## src/core/sac_map.svh

```systemverilog
// clock rate, timing counts and frame layout of the conversion/readout block
//
// Contract
// - conv_start_n rising edge: hold, start conversion
// - conversion end returns track/hold to track
// - result loaded 6 us after rising edge
// - after sixteenth clock: reset, output released
// - extra clocks advance register past reset
// - conv_start_n falling edge resets shift counter
// - reading during conversion is permitted
// - no conversion-complete status output exists
// - bipolar variants emit twos complement codes
// - unipolar variants emit straight binary codes
// - data changes on serial clock rising edge
// - frame: four zeros, then result MSB first
// - load deferred while read runs, until end
`ifndef SAC_MAP_SVH
`define SAC_MAP_SVH
`define SAC_CLK_MHZ 125
`define SAC_CONV_TIME_NS 6000
`define SAC_CONV_CYCLES ((`SAC_CONV_TIME_NS * `SAC_CLK_MHZ) / 1000)
`define SAC_FRAME_BITS 16
`define SAC_LEAD_ZEROS 4
`define SAC_RESULT_BITS 12
`define SAC_BIPOLAR_DEFAULT 1'b1
`endif

```

## src/core/sac_pkg.sv

```systemverilog
// types of the conversion/readout block
package sac_pkg;
  typedef enum logic [0:0] {
    SAC_TRACK = 1'b0,
    SAC_CONVERT = 1'b1
  } sac_state_t;
endpackage : sac_pkg

```

## src/core/sac_core.sv

```systemverilog
// conversion sequencing and serial result readout
`timescale 1ns/1ps
`default_nettype none
`include "sac_map.svh"
module sac_core #(
  parameter int CONV_CYCLES = `SAC_CONV_CYCLES,
  parameter bit BIPOLAR = `SAC_BIPOLAR_DEFAULT
) (
  input wire logic clock,
  input wire logic rst,
  input wire logic conv_start_n,
  input wire logic serial_clk,
  input wire logic [11:0] sample_in,
  input wire logic sample_valid,
  output logic sample_ready,
  output logic serial_result_out,
  output logic serial_result_oe_n,
  output logic track_hold_r
);
  // ************************************************************
  // pin synchronisers
  // ************************************************************
  // reset levels match the idle pins, so no false edge follows reset
  logic [1:0] cs_sync_r;
  logic [1:0] sck_sync_r;
  logic cs_d_r;
  logic sck_d_r;
  always_ff @(posedge clock or posedge rst) begin
    if (rst) begin
      cs_sync_r <= 2'h3;
      sck_sync_r <= 2'h0;
      cs_d_r <= 1'b1;
      sck_d_r <= 1'b0;
    end else begin
      cs_sync_r <= {cs_sync_r[0], conv_start_n};
      sck_sync_r <= {sck_sync_r[0], serial_clk};
      cs_d_r <= cs_sync_r[1];
      sck_d_r <= sck_sync_r[1];
    end
  end

  // ************************************************************
  // pin edge detect
  // ************************************************************
  wire cs_rise = cs_sync_r[1] & ~cs_d_r;
  wire cs_fall = ~cs_sync_r[1] & cs_d_r;
  wire sck_rise = sck_sync_r[1] & ~sck_d_r;
  wire sck_fall = ~sck_sync_r[1] & sck_d_r;

  // ************************************************************
  // two-entry buffer for converter samples
  // ************************************************************
  // a stalled load keeps the analog side from losing a word
  logic [11:0] buf_r [0:1];
  logic buf_wp_r;
  logic buf_rp_r;
  logic [1:0] buf_cnt_r;
  logic buf_pop;
  wire buf_push = sample_valid & sample_ready;
  wire buf_valid = buf_cnt_r != 2'h0;
  assign sample_ready = buf_cnt_r != 2'h2;
  logic [1:0] buf_cnt_nxt;
  // push and pop may fall in one cycle; the count then stands
  assign buf_cnt_nxt = buf_cnt_r + {1'b0, buf_push} - {1'b0, buf_pop};
  always_ff @(posedge clock or posedge rst) begin
    if (rst) begin
      buf_r[0] <= 12'h000;
      buf_r[1] <= 12'h000;
      buf_wp_r <= 1'b0;
      buf_rp_r <= 1'b0;
      buf_cnt_r <= 2'h0;
    end else begin
      if (buf_push) begin
        buf_r[buf_wp_r] <= sample_in;
        buf_wp_r <= ~buf_wp_r;
      end
      if (buf_pop) buf_rp_r <= ~buf_rp_r;
      buf_cnt_r <= buf_cnt_nxt;
    end
  end

  // ************************************************************
  // conversion timer
  // ************************************************************
  // start edges inside a conversion are ignored
  sac_pkg::sac_state_t state_r;
  logic [15:0] conv_cnt_r;
  wire conv_done = (state_r == sac_pkg::SAC_CONVERT) &&
                   (conv_cnt_r == 16'(CONV_CYCLES - 1));
  always_ff @(posedge clock or posedge rst) begin
    if (rst) begin
      state_r <= sac_pkg::SAC_TRACK;
      conv_cnt_r <= 16'h0000;
      track_hold_r <= 1'b0;
    end else begin
      case (state_r)
        sac_pkg::SAC_TRACK: begin
          conv_cnt_r <= 16'h0000;
          if (cs_rise) begin
            state_r <= sac_pkg::SAC_CONVERT;
            track_hold_r <= 1'b1;
          end
        end
        sac_pkg::SAC_CONVERT: begin
          conv_cnt_r <= conv_cnt_r + 16'h0001;
          // the host serial clock plays no part in this timing
          if (conv_done) begin
            state_r <= sac_pkg::SAC_TRACK;
            track_hold_r <= 1'b0;
          end
        end
        default: state_r <= sac_pkg::SAC_TRACK;
      endcase
    end
  end

  // ************************************************************
  // output register and serial shifter
  // ************************************************************
  // no end-of-conversion pin: the host times off conv_start_n
  logic [11:0] out_reg_r;
  logic [11:0] out_reg_nxt;
  logic pend_r;
  logic pend_nxt;
  logic [11:0] shown_r;
  logic [11:0] shown_nxt;
  logic [4:0] bit_cnt_r;
  logic [4:0] bit_cnt_nxt;
  logic [15:0] shift_r;
  logic [15:0] shift_nxt;
  logic drive_r;
  logic drive_nxt;
  logic out_bit_r;
  logic out_bit_nxt;
  localparam logic [4:0] FRAME_LAST = 5'(`SAC_FRAME_BITS);

  // ************************************************************
  // frame helpers
  // ************************************************************
  // a frame starts from an idle counter or straight after its last bit
  function automatic logic frame_start(input logic [4:0] cnt);
    frame_start = (cnt == 5'h00) || (cnt == FRAME_LAST);
  endfunction : frame_start

  // four leading zeros above the published result
  function automatic logic [15:0] frame_of(input logic [11:0] res);
    frame_of = {{`SAC_LEAD_ZEROS{1'b0}}, res};
  endfunction : frame_of

  // ************************************************************
  // decode of the serial pin
  // ************************************************************
  wire reading = bit_cnt_r != 5'h00;
  wire at_start = frame_start(bit_cnt_r);
  wire last_fall = sck_fall && (bit_cnt_r == FRAME_LAST);
  wire [15:0] shown_frame = frame_of(shown_r);
  // coding is done ahead of the buffer, so both variants pass the word as is
  wire [11:0] coded = BIPOLAR ? buf_r[buf_rp_r] : buf_r[buf_rp_r];

  // ************************************************************
  // output register publish
  // ************************************************************
  // the sample is captured at conversion end; only the publish waits
  // an empty buffer at conversion end keeps the old result
  assign buf_pop = conv_done & buf_valid;
  assign out_reg_nxt = buf_pop ? coded : out_reg_r;
  // publish when idle, at the end of a read, or when start falls
  wire load_now = pend_r & (~reading | last_fall | cs_fall);
  // a fresh end of conversion outranks a publish of the older word
  assign pend_nxt = conv_done ? 1'b1 : (load_now ? 1'b0 : pend_r);
  assign shown_nxt = load_now ? out_reg_r : shown_r;
  always_ff @(posedge clock or posedge rst) begin
    if (rst) begin
      out_reg_r <= 12'h000;
      pend_r <= 1'b0;
      shown_r <= 12'h000;
    end else begin
      out_reg_r <= out_reg_nxt;
      pend_r <= pend_nxt;
      shown_r <= shown_nxt;
    end
  end

  // ************************************************************
  // bit counter and shifter
  // ************************************************************
  // counter wraps so extra clocks restart the frame
  assign bit_cnt_nxt = cs_fall ? 5'h00 :
                       sck_rise ? (at_start ? 5'h01 : bit_cnt_r + 5'h01) :
                       last_fall ? 5'h00 : bit_cnt_r;
  assign shift_nxt = (sck_rise && !cs_fall) ?
                     (at_start ? {shown_frame[14:0], 1'b0} : {shift_r[14:0], 1'b0}) :
                     (last_fall ? 16'h0000 : shift_r);
  // extra clocks drive the pin again until the restarted frame's last fall or until start falls
  assign drive_nxt = cs_fall ? 1'b0 :
                     sck_rise ? 1'b1 :
                     last_fall ? 1'b0 : drive_r;
  assign out_bit_nxt = sck_rise ? (at_start ? shown_frame[15] : shift_r[15]) :
                       out_bit_r;
  always_ff @(posedge clock or posedge rst) begin
    if (rst) begin
      bit_cnt_r <= 5'h00;
      shift_r <= 16'h0000;
      drive_r <= 1'b0;
    end else begin
      bit_cnt_r <= bit_cnt_nxt;
      shift_r <= shift_nxt;
      drive_r <= drive_nxt;
    end
  end
  always_ff @(posedge clock or posedge rst) begin
    if (rst) out_bit_r <= 1'b0;
    else out_bit_r <= out_bit_nxt;
  end

  // ************************************************************
  // pins
  // ************************************************************
  // enable is low while the pin is driven
  assign serial_result_out = out_bit_r;
  assign serial_result_oe_n = ~drive_r;
endmodule : sac_core
`default_nettype wire

```

## config.mk

```make
export PLATFORM = sky130hd
export DESIGN_NAME = sac_core
export DESIGN_NICKNAME = d
export VERILOG_FILES = /design/src/core/sac_pkg.sv /design/src/core/sac_core.sv
export VERILOG_INCLUDE_DIRS = /design/src /design/src/core
export SDC_FILE = /design/constraint.sdc
export NUM_CORES = 1
export LEC_CHECK = 0
export CAP_MARGIN = 20
export CORE_ASPECT_RATIO = 0.7
export CORE_MARGIN = 2
export CORE_UTILIZATION = 34
export DETAILED_ROUTE_END_ITERATION = 16
export DONT_BUFFER_PORTS = 1
export PLACE_DENSITY_LB_ADDON = 0.12
export SYNTH_ARGS = -nofsm -noshare
export SYNTH_HDL_FRONTEND = slang
export SYNTH_SLANG_ARGS = --single-unit
```

## constraint.sdc

```tcl
create_clock -name clock -period 3.7 [get_ports clock]
set_input_delay 0.37 -clock clock [delete_from_list [all_inputs] [get_ports clock]]
set_output_delay 0.37 -clock clock [all_outputs]
set_load 0.02 [all_outputs]
```

# After elaboration in Yosys (flattened, before gate mapping)
# Cells that the tools add are included.
[classes]
order_cmp = 3
n_reduce_logical = 13
eq_ne = 5
n_mux = 26
add_sub_neg = 4
n_bitwise = 20
[op_table]
columns = ["op", "n"]
rows = [
  ["$mux W12", 4],
  ["$mux W16", 3],
  ["$pmux W16 S2", 1],
  ["$bwmux W24", 1],
  ["$mux W5", 4],
  ["$add A16 B1 Y16 const B", 1],
  ["$eq A16 B10 Y1 const B", 1],
  ["$demux W12 S1", 1],
  ["$mux W1", 10],
  ["$not A1 Y1", 9],
  ["$and A1 B1 Y1", 7],
  ["$reduce_bool A2 Y1", 3],
  ["$add A5 B1 Y5 const B", 1],
  ["$eq A5 B5 Y1 const B", 1],
  ["$logic_not A5 Y1", 1],
  ["$reduce_bool A5 Y1", 1],
  ["$ge A2 B2 Y1 const B", 2],
  ["$logic_and A1 B1 Y1", 4],
  ["$ne A2 B2 Y1 const B", 2],
  ["$not A1 Y2", 2],
  ["$pmux W1 S2", 2],
  ["$reduce_bool A3 Y1", 1],
  ["$add A2 B1 Y2", 1],
  ["$lt A2 B1 Y1 const B", 1],
  ["other kinds (6)", 7],
]
[totals]
elab_cells = 90
register_bits = 100
output_inout_bits = 4
input_bits = 17

# Depth between registers and ports, before layout
[logic_depth]
word_depth = 8
mapped_depth = 11
depth_no_buf = 10

# Least setup slack after synthesis
# No wires, ideal clock.
[synth_path]
path_type = "reg-to-reg"
startpoint = "register conv_cnt_r[4]"
endpoint = "register buf_cnt_r[1]"
period_less_slack_ns = 2.102
t_required_ns = 3.620
arrival_time_ns = 2.022
setup_slack_ns = 1.598
stages_incl_launch_ff = 10
setup_ns = 0.080
path_buffers = 1
cell_sequence = "dfrtp_1 > nor4b_2 > nand4_1 > nor3_4 > buf_8 > ha_1 > inv_1 > ha_1 > xnor2_1 > xnor2_1"
[synth_via]
elab_chain_cells = 4
[synth_lines]
columns = ["element", "line", "text"]
rows = [
  ["start: declaration", "sac_core.sv:87", "logic [15:0] conv_cnt_r;"],
  ["start signal: assignment", "sac_core.sv:105", "conv_cnt_r <= conv_cnt_r + 16'h0001;"],
  ["$eq A16 B10 Y1", "sac_core.sv:89", "(conv_cnt_r == 16'(CONV_CYCLES - 1));"],
  ["$logic_and A1 B1 Y1", "sac_core.sv:88", "wire conv_done = (state_r == sac_pkg::SAC_CONVERT) &&"],
  ["$and A1 B1 Y1", "sac_core.sv:165", "assign buf_pop = conv_done & buf_valid;"],
  ["via buf_pop", "sac_core.sv:58", "logic buf_pop;"],
  ["$sub A2 B1 Y2", "sac_core.sv:64", "assign buf_cnt_nxt = buf_cnt_r + {1'b0, buf_push} - {1'b0, buf_pop};"],
  ["via buf_cnt_nxt[1]", "sac_core.sv:62", "logic [1:0] buf_cnt_nxt;"],
  ["end signal: assignment", "sac_core.sv:78", "buf_cnt_r <= buf_cnt_nxt;"],
  ["end: declaration", "sac_core.sv:57", "logic [1:0] buf_cnt_r;"],
]
# The timed path passes the listed nets, and every way through them passes these cells.
# A chain may end at the register's enable or synchronous reset.

# Final worst setup path
[layout_path]
startpoint = "register cs_d_r"
endpoint = "register shift_r[1]"
[layout_via]
elab_chain_cells = 4
word_cells_on_any_way = 5
classes_between = "mux (1); bitwise (1); reduce/logical (3)"
[layout_lines]
columns = ["element", "line", "text"]
rows = [
  ["start: declaration", "sac_core.sv:26", "logic cs_d_r;"],
  ["start signal: assignment", "sac_core.sv:37", "cs_d_r <= cs_sync_r[1];"],
  ["$and A1 B1 Y1 (*)", "sac_core.sv:46", "wire cs_fall = ~cs_sync_r[1] & cs_d_r;"],
  ["$logic_not A1 Y1 (*)", "sac_core.sv:191", "assign shift_nxt = (sck_rise && !cs_fall) ?"],
  ["$logic_and A1 B1 Y1 (*)", "sac_core.sv:191", ""],
  ["$mux W16 or $reduce_bool A2 Y1 (tied branches)", "-", ""],
  ["end signal: assignment", "sac_core.sv:207", "shift_r <= shift_nxt;"],
  ["end: declaration", "sac_core.sv:129", "logic [15:0] shift_r;"],
]
# Mark *: on every way between the ends. The rest lies on a longest branch, timed or not.

==> impl_metrics.py <==
metrics = {
    "job": {
        "drv_cap": 0,
    },
    "final_layout": {
        "finalNetCount": 355,
        "final_cells": 499,
        "diodes": 0,
        "final_util": 0.389,
        "drive_gt1_frac": 0.270,
        "area_delta_synth_final_pct": 11.2,
    },
    "critical_path": {
        "cp_slowest_stage_delay_ns": 0.82,
        "crit_type": "reg -> reg",
        "cpLargestDelayFamily": "simple AND/OR/NAND/NOR gates",
        "path_cells": "nor2b_1 -> nor2_1 -> nor2_1 -> a32o_1",
        "worst_setup_path_start_kind": "flop",
        "cp-end-kind": "flop",
        "cp_slowest_cell": "nor2_1",
        "crit_top_cell": "nor2_1",
        "cp_max_fo": 15,
        "path_buf_inv": 0,
        "required_ns": 3.97,
        "worstPathArrival_ns": 2.69,
    },
    "power": {
        "ir_worst_vdd_uv": 283,
        "leakage_uw": 0.00217,
        "power_density_mw_per_mm2": 606,
    },
    "detailed_routing": {
        "wirelength_um": 7720,
        "first_pass_iters": 4,
        "ant_nets": 0,
        "wl_per_cell_um": 15.5,
        "drt-initial-drc-count": 146,
        "num_vias": 2411,
        "drc": 0,
        "viasPerCell": 4.83,
    },
    "clock_network": {
        "numCtsBuffers": 9,
        "clk_pin_slew_ns": 0.07,
        "clock-sinks": 99,
        "root_buffer": "clkbuf_16",
        "cts_max_level": 3,
        "tritoncts": "done",
        "post_cts.repair.setup_buffers": 0,
        "cts_buffer_depth": 2,
        "clk-insertion-delay-late_ns": 0.34,
    },
    "global_route": {
        "grt_pass1_vias": 2497,
        "grtUsageTotal": 0.124,
        "antenna_found_initial": 0,
        "grt_overflow": 0,
        "grt_pass1_wl_um": 13400,
        "grt_max_degree": 66,
    },
    "yosys": {
        "synth_area_leaders": "dfrtp_1, mux2_2, mux2_4",
        "synthMuxAreaShare": 0.197,
        "synth_top_family_by_area": "multiplexers",
        "ys_ff_latch": 99,
        "syn-cell-area_mm2": 0.00434,
        "synth-adder-area-share": 0.0173,
        "synth-xor-area-share": 0.0363,
        "avgSynthCellArea_um2": 13.3,
        "synth_nets": 349,
        "synth_simple_gate_area_frac": 0.0948,
        "synth_top_area_cell": "dfrtp_1",
        "yosysUniqueCellTypes": 45,
        "yosysSeqAreaShare": 0.572,
        "ys_warn_count": 0,
        "synth_top_area_share": 0.553,
        "synthesis.instances": 326,
        "synth_compound_area_frac": 0.0579,
    },
    "hold_path": {
        "hold_path.class": "in -> async",
    },
    "timing": {
        "rsz0062_at_grt": "false",
        "setup_tns_ns": 0,
        "hold_viol": 0,
        "post-route-period-util": 0.656,
        "worst_slew_pin_slew_ns": 0.988,
        "final.min_clock_period_ns": 2.43,
        "setup_viol": 0,
        "finClkSkew_ns": 0.00674,
        "slew_headroom": 0.339,
        "slew_violations": 0,
        "fmax_mhz": 412,
    },
    "die": {
        "rows": 34,
        "dieArea_mm2": 0.0137,
        "die_w_um": 139,
        "die_h_um": 98.5,
        "core_mm2": 0.0124,
        "start_util": 0.349,
        "ios": 21,
    },
    "placement": {
        "placed_cells": 482,
        "gp_congestion": 0.692,
        "dpl.hpwl_um": 5250,
        "port-buffer-count": 0,
    },
    "status": {
        "outcome": "finished, final reports clean",
    },
}
==> Yosys cell counts, drive strengths merged <==
master	instances
nand4	6
o41ai	1
nor4	3
ha	6
nor3	7
nor2	24
nand2	11
a21o	1
or3	2
buf	7
inv	10
xnor2	11
o21ai	6
nor3b	1
and2	1
dfrtp	96
xor2	7
a32o	4
nand3	11
a21oi	6
clkinv	1
o2bb2ai	11
mux2	60
or2	1
a311oi	1
nand2b	4
nor2b	3
or3b	1
dfstp	3
a221oi	1
mux2i	11
nor4b	1
a31oi	1
and3	2
clkbuf	4
==> layer usage <==
layer  wire length (um)  part of all wire  track usage  vias to the layer above
met5                  0                 0            0                        -
met4                 97             0.013       0.0373                        0
met3                333             0.043       0.0437                        9
met2               3080              0.40        0.169                       35
met1               4210              0.55        0.184                     1197
li1                   -                 -            -                     1170
==> sequential cells by signal, summed over array words and instances (netlist names), 2 cells and up <==
register and cells:
shown_r 12, buf_r 24, shift_r 15, bit_cnt_r 5, conv_cnt_r 16, buf_cnt_r 2, cs_sync_r 2, sck_sync_r 2
out_reg_r 12
==> final timing paths <==
| path | to | from | slack (ns) | cells past startpoint |
|---|---|---|---|---|
| worst max-delay path | shift_r[1] | cs_d_r | 1.27 | 4 |
| worst min-delay path | conv_cnt_r[12] | rst | 0.06 | 1 |
| worst max register to register | shift_r[1] | cs_d_r | 1.27 | 4 |
| worst min register to register | sck_sync_r[1] | sck_sync_r[0] | 0.36 | 0 |
| max in group asynchronous | shift_r[5] | rst | 2.85 | 2 |
| min in group clock | sck_sync_r[0] | serial_clk | 0.06 | 0 |
==> layout make-up <==
type                       instances  area, um2
sequential                        99       2480
clock inverter                     5       60.1
clock buffer                      11        243
tap                              162        203
timing repair buffer               6       47.5
inverter                          11       43.8
fill                            1220       7590
multi-input combinational        205       1750
==> kinds of logic after synthesis <==
kind of cell,count (synthesis)
AO/OA/AOI/OAI,32
flip-flops,99
XOR/XNOR,18
buffers and inverters,22
AND/OR/NAND/NOR,78
multiplexers,71
adder cells (fa/ha/maj),6
==> what timing repair did <==
item                                   CTS  global route
resized for setup                        0             0
hold buffers                             0             1
endpoints found under the hold margin    0             1
==> layout by cell type, fill, tap and decap left out, types with 2 or more instances in the layout <==
master	n
a21oi_1	5
a32o_1	4
and3_1	2
buf_4	5
clkbuf_16	9
dfrtp_1	96
dfstp_2	3
ha_1	6
inv_1	9
mux2_2	42
mux2_4	18
mux2i_1	11
nand2_1	11
nand2b_1	4
nand3_1	11
nand4_1	6
nor2_1	24
nor2b_1	3
nor3_1	5
nor4_1	3
o21ai_0	5
o2bb2ai_1	11
or3_1	2
xnor2_1	11
xor2_1	7
==> power breakdown <==
part	switching [uW]	internal, uW
registers	134	1280
logic	266	298
clock network	399	545
total	799	2130
==> through the flow <==
step	worst slack (ns)	cell area [um2]	hold slack (ns)	power, uW
2_1_floorplan	0.745	4340	0.331	1860
3_3_place_gp	1.31	4510	0.343	1990
3_5_place_dp	1.25	4510	0.342	2010
4_1_cts	1.21	4820	0.00706	2970
5_1_grt	1.00	4830	0.0278	3110
6_report	1.27	4830	0.0556	2930
Note: power is estimated with default switching activity, not from simulation.
